--- src/hdl/fepc_pkg.sv ---
// Shared constants for the erase / power-down command block.
// Assumes a single-line serial link and a 20 MHz system clock.
package fepc_pkg;

    localparam int unsigned CLK_PERIOD_NS = 50;

    // Opcodes
    localparam logic [7:0] OP_WRITE_PERMIT = 8'h06;
    localparam logic [7:0] OP_STATUS       = 8'h05;
    localparam logic [7:0] OP_WIPE32       = 8'h52;
    localparam logic [7:0] OP_WIPE64       = 8'hd8;
    localparam logic [7:0] OP_FULL_A       = 8'h60;
    localparam logic [7:0] OP_FULL_B       = 8'hc7;
    localparam logic [7:0] OP_SLEEP        = 8'hb9;
    localparam logic [7:0] OP_WAKE_ID      = 8'hab;
    localparam logic [7:0] OP_RST_EN       = 8'h66;
    localparam logic [7:0] OP_RST          = 8'h99;

    // Frame bit counts
    localparam logic [5:0] CNT_OP   = 6'h08;
    localparam logic [5:0] CNT_ADDR = 6'h20;
    localparam logic [5:0] CNT_MAX  = 6'h28;

    // Address layout
    localparam int unsigned ADDR_W      = 24;
    localparam logic [23:0] WIPE32_MASK = 24'hff8000;
    localparam logic [23:0] WIPE64_MASK = 24'hff0000;
    localparam int unsigned BLK_LSB     = 16;
    localparam int unsigned BLK_MSB     = 21;
    localparam logic [6:0]  FULL_BLOCKS = 7'h40;
    localparam logic [2:0]  LEVEL_ALL   = 3'h7;

    // Times in ns, then cycles (rounded up)
    localparam int unsigned BLOCK_WIPE_TIME_NS   = 200000;
    localparam int unsigned FULL_WIPE_TIME_NS    = 2000000;
    localparam int unsigned SLEEP_ENTRY_DELAY_NS = 3000;
    localparam int unsigned WAKE_DELAY_NS        = 3000;
    localparam int unsigned WAKE_WITH_ID_NS      = 3000;
    localparam int unsigned BLOCK_WIPE_CYC = (BLOCK_WIPE_TIME_NS + CLK_PERIOD_NS - 1) / CLK_PERIOD_NS;
    localparam int unsigned FULL_WIPE_CYC  = (FULL_WIPE_TIME_NS + CLK_PERIOD_NS - 1) / CLK_PERIOD_NS;
    localparam int unsigned SLEEP_CYC      = (SLEEP_ENTRY_DELAY_NS + CLK_PERIOD_NS - 1) / CLK_PERIOD_NS;
    localparam int unsigned WAKE_CYC       = (WAKE_DELAY_NS + CLK_PERIOD_NS - 1) / CLK_PERIOD_NS;
    localparam int unsigned WAKE_ID_CYC    = (WAKE_WITH_ID_NS + CLK_PERIOD_NS - 1) / CLK_PERIOD_NS;

    // Host link timing
    localparam int unsigned HOST_HALF_CYC = 8;
    localparam int unsigned HOST_GAP_CYC  = 4;

    typedef enum logic [1:0] {
        P_ACTIVE,
        P_ENTER,
        P_SLEEP,
        P_WAKE
    } fepc_pwr_t;

    typedef enum logic [1:0] {
        H_IDLE,
        H_LOW,
        H_HIGH,
        H_GAP
    } fepc_hstate_t;

endpackage : fepc_pkg

--- src/hdl/fepc_link_if.sv ---
// Serial link between the flash controller and the flash device.
// Assumes the bench resolves the shared data-out wire from so_oe.
`timescale 1ns/1ns
interface fepc_link_if;
    logic cs_n;
    logic sclk;
    logic si;
    logic so_d;
    logic so_oe;

    modport dev  (input cs_n, input sclk, input si, output so_d, output so_oe);
    modport host (output cs_n, output sclk, output si, input so_d, input so_oe);
endinterface : fepc_link_if

--- src/hdl/fepc_device.sv ---
// Flash device end: block / full erase, deep sleep and wake commands.
// Assumes link pins are asynchronous and sampled on clk_sys_i.
// Contract
// - Opcode 52H erases the addressed 32KB block
// - Opcode D8H erases the addressed 64KB block
// - Host sends write permit before any erase
// - Block erase only with exactly 32 bits
// - Block erase cycle starts at select rise
// - Busy flag high during erase; status readable
// - Write permit latch cleared before erase ends
// - Protected block erase is not executed
// - Full erase 60H/C7H needs exactly 8 bits
// - Full erase only when nothing protected
// - Full erase cycle starts with busy set
// - Opcode B9H enters sleep after entry delay
// - Sleep ignores all but ABH and reset pair
// - Sleep command rejected while busy
// - Reset leaves device in standby
// - Other deselects never enter sleep
// - Wake alone then wait wake delay
// - ABH plus three dummies shifts ID out
// - ID repeats until select rises
// - Wake with ID waits same 3000 ns delay as wake alone
// - ABH ignored while busy
`timescale 1ns/1ns
module fepc_device #(
    parameter int unsigned BLOCK_WIPE_CYC = fepc_pkg::BLOCK_WIPE_CYC,
    parameter int unsigned FULL_WIPE_CYC  = fepc_pkg::FULL_WIPE_CYC,
    parameter int unsigned SLEEP_CYC      = fepc_pkg::SLEEP_CYC,
    parameter int unsigned WAKE_CYC       = fepc_pkg::WAKE_CYC,
    parameter int unsigned WAKE_ID_CYC    = fepc_pkg::WAKE_ID_CYC,
    parameter logic [7:0]  DEVICE_ID      = 8'h5a  // Arbitrary value
) (
    input  wire logic                          clk_sys_i,
    input  wire logic                          reset_n_i,
    fepc_link_if.dev                           link,
    input  wire logic [4:0]                    protect_level_bits_i,
    input  wire logic                          protect_complement_bit_i,
    output logic                               busy_flag_o,
    output logic                               write_permit_latch_o,
    output logic                               sleeping_o,
    output logic                               wipe_start_o,
    output logic                               wipe_full_o,
    output logic [fepc_pkg::ADDR_W-1:0]        wipe_addr_o,
    output logic                               wipe_done_o
);
    import fepc_pkg::*;

    if (BLOCK_WIPE_CYC < 1 || FULL_WIPE_CYC < 1 || SLEEP_CYC < 1 || WAKE_CYC < 1 || WAKE_ID_CYC < 1)
    begin : g_chk
        $error("fepc_device: timing counts must be at least one cycle");
    end

    typedef struct packed {
        logic             cs_m;
        logic             cs_s;
        logic             cs_q;
        logic             sck_m;
        logic             sck_s;
        logic             sck_q;
        logic             si_m;
        logic             si_s;
        logic [5:0]       cnt;
        logic [7:0]       shreg;
        logic [7:0]       opcode;
        logic [23:0]      addr;
        logic [2:0]       out_idx;
        logic             so_d;
        logic             so_oe;
        logic             wpl;
        logic             rst_armed;
        logic [31:0]      busy_cnt;
        fepc_pwr_t        pwr;
        logic [31:0]      ptmr;
        logic             wipe_start;
        logic             wipe_full;
        logic             wipe_done;
        logic [23:0]      wipe_addr;
    } fepc_dev_state_t;

    fepc_dev_state_t r;
    fepc_dev_state_t n;

    logic       busy;
    logic       sck_rise;
    logic       sck_fall;
    logic       cs_rise;
    logic       blk_prot;
    logic       full_ok;
    logic [7:0] status_byte;
    logic [7:0] src_byte;
    logic       out_phase;

    ////////////////////////////////////////////////////////////////////////
    // Protection decode
    function automatic logic fepc_prot(input logic [4:0] bp, input logic cmp, input logic [5:0] blk);
        logic [6:0] n_blk;
        logic       hit;
        n_blk = 7'h00;
        hit   = 1'b0;
        if (bp[2:0] != 3'h0)
        begin
            n_blk = 7'h01 << (bp[2:0] - 3'h1);
            hit   = bp[3] ? ({1'b0, blk} < n_blk) : ({1'b0, blk} >= (FULL_BLOCKS - n_blk));
        end
        return hit ^ cmp;
    endfunction : fepc_prot

    assign busy        = (r.busy_cnt != 32'h0);
    assign sck_rise    = r.sck_s & ~r.sck_q;
    assign sck_fall    = ~r.sck_s & r.sck_q;
    assign cs_rise     = r.cs_s & ~r.cs_q;
    assign blk_prot    = fepc_prot(protect_level_bits_i, protect_complement_bit_i,
                                   r.addr[BLK_MSB:BLK_LSB]);
    assign full_ok     = ((protect_level_bits_i[2:0] == 3'h0) && !protect_complement_bit_i) ||
                         ((protect_level_bits_i[2:0] == LEVEL_ALL) && protect_complement_bit_i);
    assign status_byte = {protect_complement_bit_i, protect_level_bits_i, r.wpl, busy};
    assign src_byte    = (r.opcode == OP_STATUS) ? status_byte : DEVICE_ID;
    // ID only once three dummy bytes passed and no cycle runs
    assign out_phase   = ((r.opcode == OP_WAKE_ID) && (r.cnt >= CNT_ADDR) && !busy &&
                          (r.pwr == P_ACTIVE || r.pwr == P_SLEEP)) ||
                         ((r.opcode == OP_STATUS) && (r.cnt >= CNT_OP) && (r.pwr == P_ACTIVE));

    ////////////////////////////////////////////////////////////////////////
    // Next state
    always_comb
    begin
        n            = r;
        n.wipe_start = 1'b0;
        n.wipe_done  = 1'b0;
        n.cs_m       = link.cs_n;
        n.cs_s       = r.cs_m;
        n.cs_q       = r.cs_s;
        n.sck_m      = link.sclk;
        n.sck_s      = r.sck_m;
        n.sck_q      = r.sck_s;
        n.si_m       = link.si;
        n.si_s       = r.si_m;

        // Self-timed erase
        if (busy)
        begin
            n.busy_cnt = r.busy_cnt - 32'h1;
            if (r.busy_cnt == 32'h1)
            begin
                n.wipe_done = 1'b1;
            end
        end

        // Power transitions
        if (r.pwr == P_ENTER || r.pwr == P_WAKE)
        begin
            if (r.ptmr <= 32'h1)
            begin
                n.ptmr = 32'h0;
                n.pwr  = (r.pwr == P_ENTER) ? P_SLEEP : P_ACTIVE;
            end
            else
            begin
                n.ptmr = r.ptmr - 32'h1;
            end
        end

        // Shift in / out while selected
        if (r.cs_s)
        begin
            n.cnt     = 6'h00;
            n.out_idx = 3'h0;
            n.so_oe   = 1'b0;
        end
        else
        begin
            if (sck_rise)
            begin
                n.shreg = {r.shreg[6:0], r.si_s};
                if (r.cnt != CNT_MAX)
                begin
                    n.cnt = r.cnt + 6'h01;
                end
                if (r.cnt == CNT_OP - 6'h01)
                begin
                    n.opcode = {r.shreg[6:0], r.si_s};
                end
                if (r.cnt >= CNT_OP && r.cnt < CNT_ADDR)
                begin
                    n.addr = {r.addr[22:0], r.si_s};
                end
            end
            if (sck_fall && out_phase)
            begin
                n.so_d    = src_byte[3'h7 - r.out_idx];
                n.so_oe   = 1'b1;
                n.out_idx = r.out_idx + 3'h1;
            end
        end

        // Frame end: decode on select rise
        if (cs_rise && r.cnt >= CNT_OP)
        begin
            n.rst_armed = 1'b0;
            if (r.pwr == P_ACTIVE && !busy)
            begin
                case (r.opcode)
                    OP_WRITE_PERMIT:
                    begin
                        if (r.cnt == CNT_OP)
                        begin
                            n.wpl = 1'b1;
                        end
                    end
                    OP_WIPE32, OP_WIPE64:
                    begin
                        if (r.cnt == CNT_ADDR && r.wpl && !blk_prot)
                        begin
                            n.busy_cnt   = BLOCK_WIPE_CYC;
                            n.wpl        = 1'b0;
                            n.wipe_start = 1'b1;
                            n.wipe_full  = 1'b0;
                            n.wipe_addr  = r.addr & ((r.opcode == OP_WIPE64) ? WIPE64_MASK : WIPE32_MASK);
                        end
                    end
                    OP_FULL_A, OP_FULL_B:
                    begin
                        if (r.cnt == CNT_OP && r.wpl && full_ok)
                        begin
                            n.busy_cnt   = FULL_WIPE_CYC;
                            n.wpl        = 1'b0;
                            n.wipe_start = 1'b1;
                            n.wipe_full  = 1'b1;
                            n.wipe_addr  = 24'h000000;
                        end
                    end
                    OP_SLEEP:
                    begin
                        if (r.cnt == CNT_OP)
                        begin
                            n.pwr  = P_ENTER;
                            n.ptmr = SLEEP_CYC;
                        end
                    end
                    OP_RST_EN:
                    begin
                        n.rst_armed = (r.cnt == CNT_OP);
                    end
                    OP_RST:
                    begin
                        if (r.cnt == CNT_OP && r.rst_armed)
                        begin
                            n.wpl = 1'b0;
                        end
                    end
                    default:
                    begin
                    end
                endcase
            end
            else if (r.pwr == P_SLEEP)
            begin
                case (r.opcode)
                    OP_WAKE_ID:
                    begin
                        if (r.cnt == CNT_OP)
                        begin
                            n.pwr  = P_WAKE;
                            n.ptmr = WAKE_CYC;
                        end
                        else if (r.cnt >= CNT_ADDR)
                        begin
                            n.pwr  = P_WAKE;
                            n.ptmr = WAKE_ID_CYC;
                        end
                    end
                    OP_RST_EN:
                    begin
                        n.rst_armed = (r.cnt == CNT_OP);
                    end
                    OP_RST:
                    begin
                        if (r.cnt == CNT_OP && r.rst_armed)
                        begin
                            n.pwr = P_ACTIVE;
                            n.wpl = 1'b0;
                        end
                    end
                    default:
                    begin
                    end
                endcase
            end
        end
    end

    ////////////////////////////////////////////////////////////////////////
    // State register; reset gives standby
    always_ff @(posedge clk_sys_i or negedge reset_n_i)
    begin
        if (!reset_n_i)
        begin
            r       <= '0;
            r.cs_m  <= 1'b1;
            r.cs_s  <= 1'b1;
            r.cs_q  <= 1'b1;
            r.pwr   <= P_ACTIVE;
        end
        else
        begin
            r <= n;
        end
    end

    assign link.so_d           = r.so_d;
    assign link.so_oe          = r.so_oe;
    assign busy_flag_o         = busy;
    assign write_permit_latch_o = r.wpl;
    assign sleeping_o          = (r.pwr == P_SLEEP);
    assign wipe_start_o        = r.wipe_start;
    assign wipe_full_o         = r.wipe_full;
    assign wipe_addr_o         = r.wipe_addr;
    assign wipe_done_o         = r.wipe_done;

endmodule : fepc_device

--- src/flat_wrapper.sv ---
// flat-port wrapper written by rule: the top's interface ports become plain ports
module fepc_device_flat import fepc_pkg::*;
#(
    parameter int unsigned BLOCK_WIPE_CYC = fepc_pkg::BLOCK_WIPE_CYC,
    parameter int unsigned FULL_WIPE_CYC  = fepc_pkg::FULL_WIPE_CYC,
    parameter int unsigned SLEEP_CYC      = fepc_pkg::SLEEP_CYC,
    parameter int unsigned WAKE_CYC       = fepc_pkg::WAKE_CYC,
    parameter int unsigned WAKE_ID_CYC    = fepc_pkg::WAKE_ID_CYC,
    parameter logic [7:0]  DEVICE_ID      = 8'h5a                    
)
  (clk_sys_i, reset_n_i, protect_level_bits_i, protect_complement_bit_i, busy_flag_o, write_permit_latch_o, sleeping_o, wipe_start_o, wipe_full_o, wipe_addr_o, wipe_done_o, link_cs_n, link_sclk, link_si, link_so_d, link_so_oe);
  fepc_link_if link_i ();
  input  wire logic clk_sys_i;
  input  wire logic reset_n_i;
  input  wire logic [4:0] protect_level_bits_i;
  input  wire logic protect_complement_bit_i;
  output logic busy_flag_o;
  output logic write_permit_latch_o;
  output logic sleeping_o;
  output logic wipe_start_o;
  output logic wipe_full_o;
  output logic [fepc_pkg::ADDR_W-1:0] wipe_addr_o;
  output logic wipe_done_o;
  input wire logic [$bits(link_i.cs_n)-1:0] link_cs_n;
  input wire logic [$bits(link_i.sclk)-1:0] link_sclk;
  input wire logic [$bits(link_i.si)-1:0] link_si;
  output wire logic [$bits(link_i.so_d)-1:0] link_so_d;
  output wire logic [$bits(link_i.so_oe)-1:0] link_so_oe;
  assign link_i.cs_n = link_cs_n;
  assign link_i.sclk = link_sclk;
  assign link_i.si = link_si;
  assign link_so_d = link_i.so_d;
  assign link_so_oe = link_i.so_oe;
  fepc_device #(.BLOCK_WIPE_CYC(BLOCK_WIPE_CYC), .FULL_WIPE_CYC(FULL_WIPE_CYC), .SLEEP_CYC(SLEEP_CYC), .WAKE_CYC(WAKE_CYC), .WAKE_ID_CYC(WAKE_ID_CYC), .DEVICE_ID(DEVICE_ID)) u_core (.clk_sys_i(clk_sys_i), .reset_n_i(reset_n_i), .link(link_i), .protect_level_bits_i(protect_level_bits_i), .protect_complement_bit_i(protect_complement_bit_i), .busy_flag_o(busy_flag_o), .write_permit_latch_o(write_permit_latch_o), .sleeping_o(sleeping_o), .wipe_start_o(wipe_start_o), .wipe_full_o(wipe_full_o), .wipe_addr_o(wipe_addr_o), .wipe_done_o(wipe_done_o));
endmodule
--- config.mk ---
export PLATFORM = sky130hd
export DESIGN_NAME = fepc_device_flat
export DESIGN_NICKNAME = d
export VERILOG_FILES = /design/src/hdl/fepc_pkg.sv /design/src/hdl/fepc_link_if.sv /design/src/hdl/fepc_device.sv /design/src/flat_wrapper.sv
export SDC_FILE = /design/constraint.sdc
export NUM_CORES = 1
export LEC_CHECK = 0
export BUFFER_PORTS_ARGS = -buffer_cell sky130_fd_sc_hd__clkbuf_2
export CORE_ASPECT_RATIO = 1.1
export CORE_MARGIN = 10
export CORE_UTILIZATION = 50
export CTS_BUF_LIST = sky130_fd_sc_hd__clkbuf_4 sky130_fd_sc_hd__clkbuf_8 sky130_fd_sc_hd__clkbuf_16
export CTS_CLUSTER_DIAMETER = 60
export DETAILED_ROUTE_END_ITERATION = 16
export HOLD_SLACK_MARGIN = 0.12
export PLACE_DENSITY = 0.68
export REMOVE_ABC_BUFFERS = 1
export SLEW_MARGIN = 20
export SYNTH_ARGS = -nofsm -noshare
export SYNTH_HDL_FRONTEND = slang
export SYNTH_SLANG_ARGS = --single-unit
--- constraint.sdc ---
create_clock -name clk_sys_i -period 2.78 [get_ports clk_sys_i]
set_input_delay 0.139 -clock clk_sys_i [delete_from_list [all_inputs] [get_ports clk_sys_i]]
set_output_delay 0.139 -clock clk_sys_i [all_outputs]
set_load 0.01 [all_outputs]
==> Word-level counts from Yosys, hierarchy flattened <==
Index checks and enable logic that the tools add are counted.
{ "word_totals": {"regBits": 154, "latch_bits": 0, "ramBits": 0, "rom_bits": 0, "output_inout_bits": 32, "elab_cells": 166, "memories": 0} }
{ "op_classes": {"add_sub_neg": 7, "mul": 0, "div_mod_pow": 0, "magnitude_cmp": 7, "n_eq_ne": 24, "shifts": 1, "mux": 51, "bitwise": 9, "reduce_logical": 43} }
{ "op_table": {"columns": ["op", "n"], "rows": [
  ["34-bit two-way mux", 7],
  ["32-bit two-way mux", 6],
  ["24-bit two-way mux", 3],
  ["68-bit two-way mux", 1],
  ["32-bit one-hot mux with 2 select lines", 1],
  ["32-bit by 1-bit subtractor with 32-bit output (second input constant)", 2],
  ["24-bit one-hot mux with 2 select lines", 1],
  ["46-bit two-way mux", 1],
  ["8-bit == test (second input constant)", 5],
  ["32-bit by 1-bit == test with 1-bit output (second input constant)", 1],
  ["32-bit by 1-bit <= comparator with 1-bit output (second input constant)", 1],
  ["32-bit nonzero test", 1],
  ["24-bit AND", 1],
  ["8-bit by 7-bit == test with 1-bit output (second input constant)", 3],
  ["8-bit by 3-bit == test with 1-bit output (second input constant)", 2],
  ["1-bit logical AND", 16],
  ["16-bit two-way mux", 1],
  ["2-bit two-way mux", 8],
  ["8-bit two-way mux", 2],
  ["1-bit two-way mux", 12],
  ["6-bit two-way mux", 2],
  ["2-bit nonzero test", 6],
  ["3-bit != test (second input constant)", 3],
  ["2-bit one-hot mux with 2 select lines", 2],
  ["38 further kinds", 54]
]} }

==> Longest topological paths before layout <==
{ "depth": {"depth_word": 13, "depth_mapped": 15, "ltp_nobuf": 13} }

==> Least setup slack after synthesis <==
No wires, ideal clock.
{ "synth_path": {"path_kind": "input -> register", "start": "input port protect_level_bits_i[1]", "end": "register u_core.r, in the netlist u_core.wipe_addr_o[17]", "setup_ns": 0.128, "t_arrival_ns": 2.712, "path_slack_ns": -0.060, "path_stages": 13, "path_cell_list": "clkbuf_1 > clkbuf_1 > nand3_1 > ha_1 > xnor2_1 > ha_1 > a2111oi_0 > o21ai_0 > o2111ai_1 > a211o_1 > nand4_2 > buf_2 > mux2i_1"} }
{ "synth_via": {"elab_chain_cells": 11} }
{ "synth_lines": {"columns": ["element", "line", "rtl"], "rows": [
  ["from (decl)", "flat_wrapper.sv:15", "input wire logic [4:0] protect_level_bits_i;"],
  ["3-bit by 1-bit subtractor with 3-bit output", "fepc_device.sv:103", "n_blk = 7'h01 << (bp[2:0] - 3'h1);"],
  ["1-bit by 3-bit << shifter with 7-bit output", "fepc_device.sv:103", null],
  ["7-bit subtractor", "fepc_device.sv:104", "hit = bp[3] ? ({1'b0, blk} < n_blk) : ({1'b0, blk} >= (FULL_BLOCKS - n_blk));"],
  ["6-bit by 7-bit >= comparator with 1-bit output", "fepc_device.sv:104", null],
  ["1-bit two-way mux", "fepc_device.sv:104", null],
  ["1-bit two-way mux", "fepc_device.sv:101", "if (bp[2:0] != 3'h0)"],
  ["1-bit bitwise XOR", "fepc_device.sv:106", "return hit ^ cmp;"],
  ["1-bit zero test", "fepc_device.sv:213", "if (r.cnt == CNT_ADDR && r.wpl && !blk_prot)"],
  ["1-bit logical AND", "fepc_device.sv:213", null],
  ["2-bit by 1-bit != test with 1-bit output (no line)", null, null],
  ["5-bit AND reduction (no line) *", null, null],
  ["to (signal assigned)", "fepc_device.sv:307", "r <= n;"],
  ["to (decl)", "fepc_device.sv:81", "fepc_dev_state_t r;"]
]} }
Every way passes the cells marked *; elsewhere a longest branch is shown, timed or not.
A chain may end at the register's enable or synchronous reset.

==> Worst setup path in the final report <==
{ "layout_path": {"start": "register u_core.r[88] in the netlist's numbering", "end": "output port busy_flag_o"} }
{ "layout_via": {"elab_chain_cells": 1} }
{ "layout_lines": {"columns": ["element", "line", "rtl"], "rows": [
  ["32-bit nonzero test", "fepc_device.sv:109", "assign busy = (r.busy_cnt != 32'h0);"],
  ["to (decl)", "flat_wrapper.sv:17", "output logic busy_flag_o;"]
]} }
No other way between the ends.

==> key figures <==
Run status
  – Status: completed

Clock network
  – Clk root buf: clkbuf_16
  – Clock transition at the registers of the reported paths: 60 ps
  – CTS Buffer Depth: 2
  – Worst-skew pair later-pin latency: 420 ps
  – # H-tree levels: 4
  – Num CTS Buffers: 17
  – Clock sinks: 138
  – CTS tree: done

Worst setup path
  – R2r setup slk: 110 ps
  – CP arrival: 2570 ps
  – WS Path Type: reg -> out
  – Crit Path Max Fanout: 10
  – Crit path capture: busy_flag_o
  – CP Launch Type: register
  – Worst reg2reg path endpoint: u_core.write_permit_latch_o
  – WP data required: 2640 ps
  – Reg-to-Reg Start: u_core.r[74]
  – Crit end category: output pin
  – R2R cell count: 6
  – Crit. Startpoint: u_core.r[88]

STA
  – Min cycle time layout: 2710 ps
  – Fin. Hold Viols: 0
  – Worst slew pin tran: 868 ps
  – Peak Freq: 0.369 GHz
  – Slew HR: 42.1%
  – # setup viols final: 0
  – Hold WS: 232 ps
  – Unrepaired setup endpoints after global routing: true
  – Post-route worst setup slack: 67.1 ps
  – Slew Limit Fails: 0
  – Crit share post-route: 97.6%
  – Fin Setup TNS: 0 ps
  – Worst Clk Skew: 7.36 ps

Synthesis
  – Mean post-synth cell area: 10.2 um^2
  – Netlist cell types: 75
  – Synth Area in Compound Gates: 7.30%
  – Area leader, netlist: dfrtp_1
  – Xor/xnor share of the synthesized area: 7.88%
  – Yosys warning count: 0
  – Yosys top cell area share: 46.1%
  – Synth area leaders: dfrtp_1 46%, mux2_2 4.9%, xor2_1 4.1%
  – Register area share after synthesis: 47.2%
  – Count of flip-flops with a built-in enable after synthesis: 0
  – Combinational family with the most area after synthesis: simple AND/OR/NAND/NOR gates
  – Asr flop ratio synth: 100%
  – Post-Synth Adder-Cell Area: 3.21%
  – Multiplexer share of the synthesized area: 6.42%
  – #FFs+latches synth: 138
  – Post-Syn Area: 0.00733 mm^2
  – Simple-gate share of the synthesized area: 22.5%
  – Synth cell count leaders: 135 x dfrtp_1, 79 x nor2_1, 57 x nand2_1, 34 x xor2_1
  – Cells after synthesis: 716
  – Top-count cell post-synth: dfrtp_1
  – Synth Flop Type: dfrtp_1

GRT
  – Initial antenna violation count: 0
  – Overflow after GRT: 0
  – Total GRT Usage: 15.9%
  – First-pass GRT wire length: 26.1 mm
  – Number of global-route vias before repair: 5487
  – Largest net degree at the start of global routing: 55

Placement
  – Pre-CTS setup slack: -75.4 ps
  – Placed cell area: 0.00771 mm^2
  – DP Wirelength: 10.8 mm
  – Gpl congestion: 0.904
  – Port bufs: 27
  – Placed Cells: 926

Floorplanning
  – Die area: 0.0199 mm^2
  – Die Ht: 147 um
  – Die X: 135 um
  – IO Pins: 43
  – # rows: 46
  – Total core area: 0.0144 mm^2
  – Initial core utilization: 51.0%

Worst hold path
  – Worst hold-check path type: in -> async

Cells and area
  – # diodes: 0
  – Non-filler instance count after layout: 964
  – Layout cells sized above 1: 19.6%
  – Util after Layout: 58.6%
  – Final net count: 788
  – Area Growth Syn to Fin: 14.9%
  – Design area: 0.00843 mm^2

Drt
  – ANT nets after route: 0
  – DR iter-0 viols: 317
  – WL/cell: 15.7 um
  – Initial DRT Pass Iterations: 5
  – DRT Wirelength: 15.1 mm
  – DRC viols: 0
  – Vias per cell: 5.60
  – DR vias: 5397

Job
  – Count of maximum capacitance violations: 0

Power
  – PwrDens: 558 mW/mm^2
  – Peak supply drop: 0.412 mV
  – Pleak: 4.03 nW
  – Total power: 4.70 mW
-- logic make-up after synthesis --
family                     Yosys count
buffers and inverters               78
muxes                               43
other                                1
AOI/OAI and AO/OA                   74
xor gates and xnor gates            66
and+or+nand+nor                    297
DFF                                138
adders and majority gates           19
-- registers in the layout, summed over array words and instances, names as in the netlist --
signal	cells
u_core.r	118
u_core.wipe_addr_o	9
u_core.n	5
u_core.link.so_d	1
u_core.link.so_oe	1
u_core.wipe_done_o	1
u_core.wipe_full_o	1
u_core.wipe_start_o	1
u_core.write_permit_latch_o	1
-- cells in the final DEF (no fill, tap or decap), drive strengths merged, types with 5 or more instances in the layout --
cell type  synthesis  layout
a2111oi            5       5
a21oi              9       9
a31oi              6       6
and3               8       8
and4               6       6
buf               36      30
clkbuf            14      45
clkinv             0       7
conb               1      15
dfrtp            135     135
ha                18      18
inv               28      29
mux2              32      32
mux2i             11      11
nand2             58      58
nand2b             6       6
nand3             16      16
nand3b             6       6
nand4             20      20
nand4b             5       5
nor2              79      79
nor2b              6       6
nor3              21      21
nor4              21      21
nor4b              7       7
o21ai             21      21
or3               10      10
or4               13      13
xnor2             32      32
xor2              34      34
-- report_power, final --
part | switching [mW] | internal (mW)
Combinational | 0.110 | 0.0796
Sequential | 0.0389 | 2.06
Clock | 0.870 | 1.54
Total | 1.02 | 3.68
-- area by class of cell --
cell class                 instances  area, um^2
fill                            1244        5960
multi-input combinational        514        3550
sequential                       138        3460
clock buffer                      19         447
timing repair buffer              60         437
tap                              192         240
clock inverter                    13         194
inverter                          28         105
-- layer usage --
metal  vias to the layer above  GRT usage (%)  wire length, um
li1                       2598              -                -
met5                         -              0                0
met2                        90           26.5             7720
met4                         0           5.12              175
met1                      2691           19.5             6710
met3                        18           4.20              493
-- worst max-delay path: stages, from the launching register on --
cell and delay [ps]:
dfrtp_1 420, or4_4 580, nor4_4 330, and4_4 310, inv_2 70, buf_4 170, buf_4 140, clkbuf_2 120
-- repair_timing --
item                                   4_1_cts  5_1_grt
pin swaps                                    0        2
resized for setup                            3        2
setup buffers                                0        2
endpoints found under the hold margin      106        0
hold buffers                                 4        0
setup endpoints to repair                    1        4
-- how the worst min path moves through the flow --
stage / endpoint / cells after the start / from / slack [ps]
4_1_cts: u_core.r[53] / 2 / reset_n_i / 240
5_1_grt: u_core.r[40] / 2 / reset_n_i / 290
3_3_place_gp: u_core.r[52] / 1 / reset_n_i / 120
6_report: u_core.r[52] / 2 / reset_n_i / 230
3_5_place_dp: u_core.r[53] / 1 / reset_n_i / 120
2_1_floorplan: u_core.link.so_d / 0 / reset_n_i / -160
(Power assumes the default switching activity.)
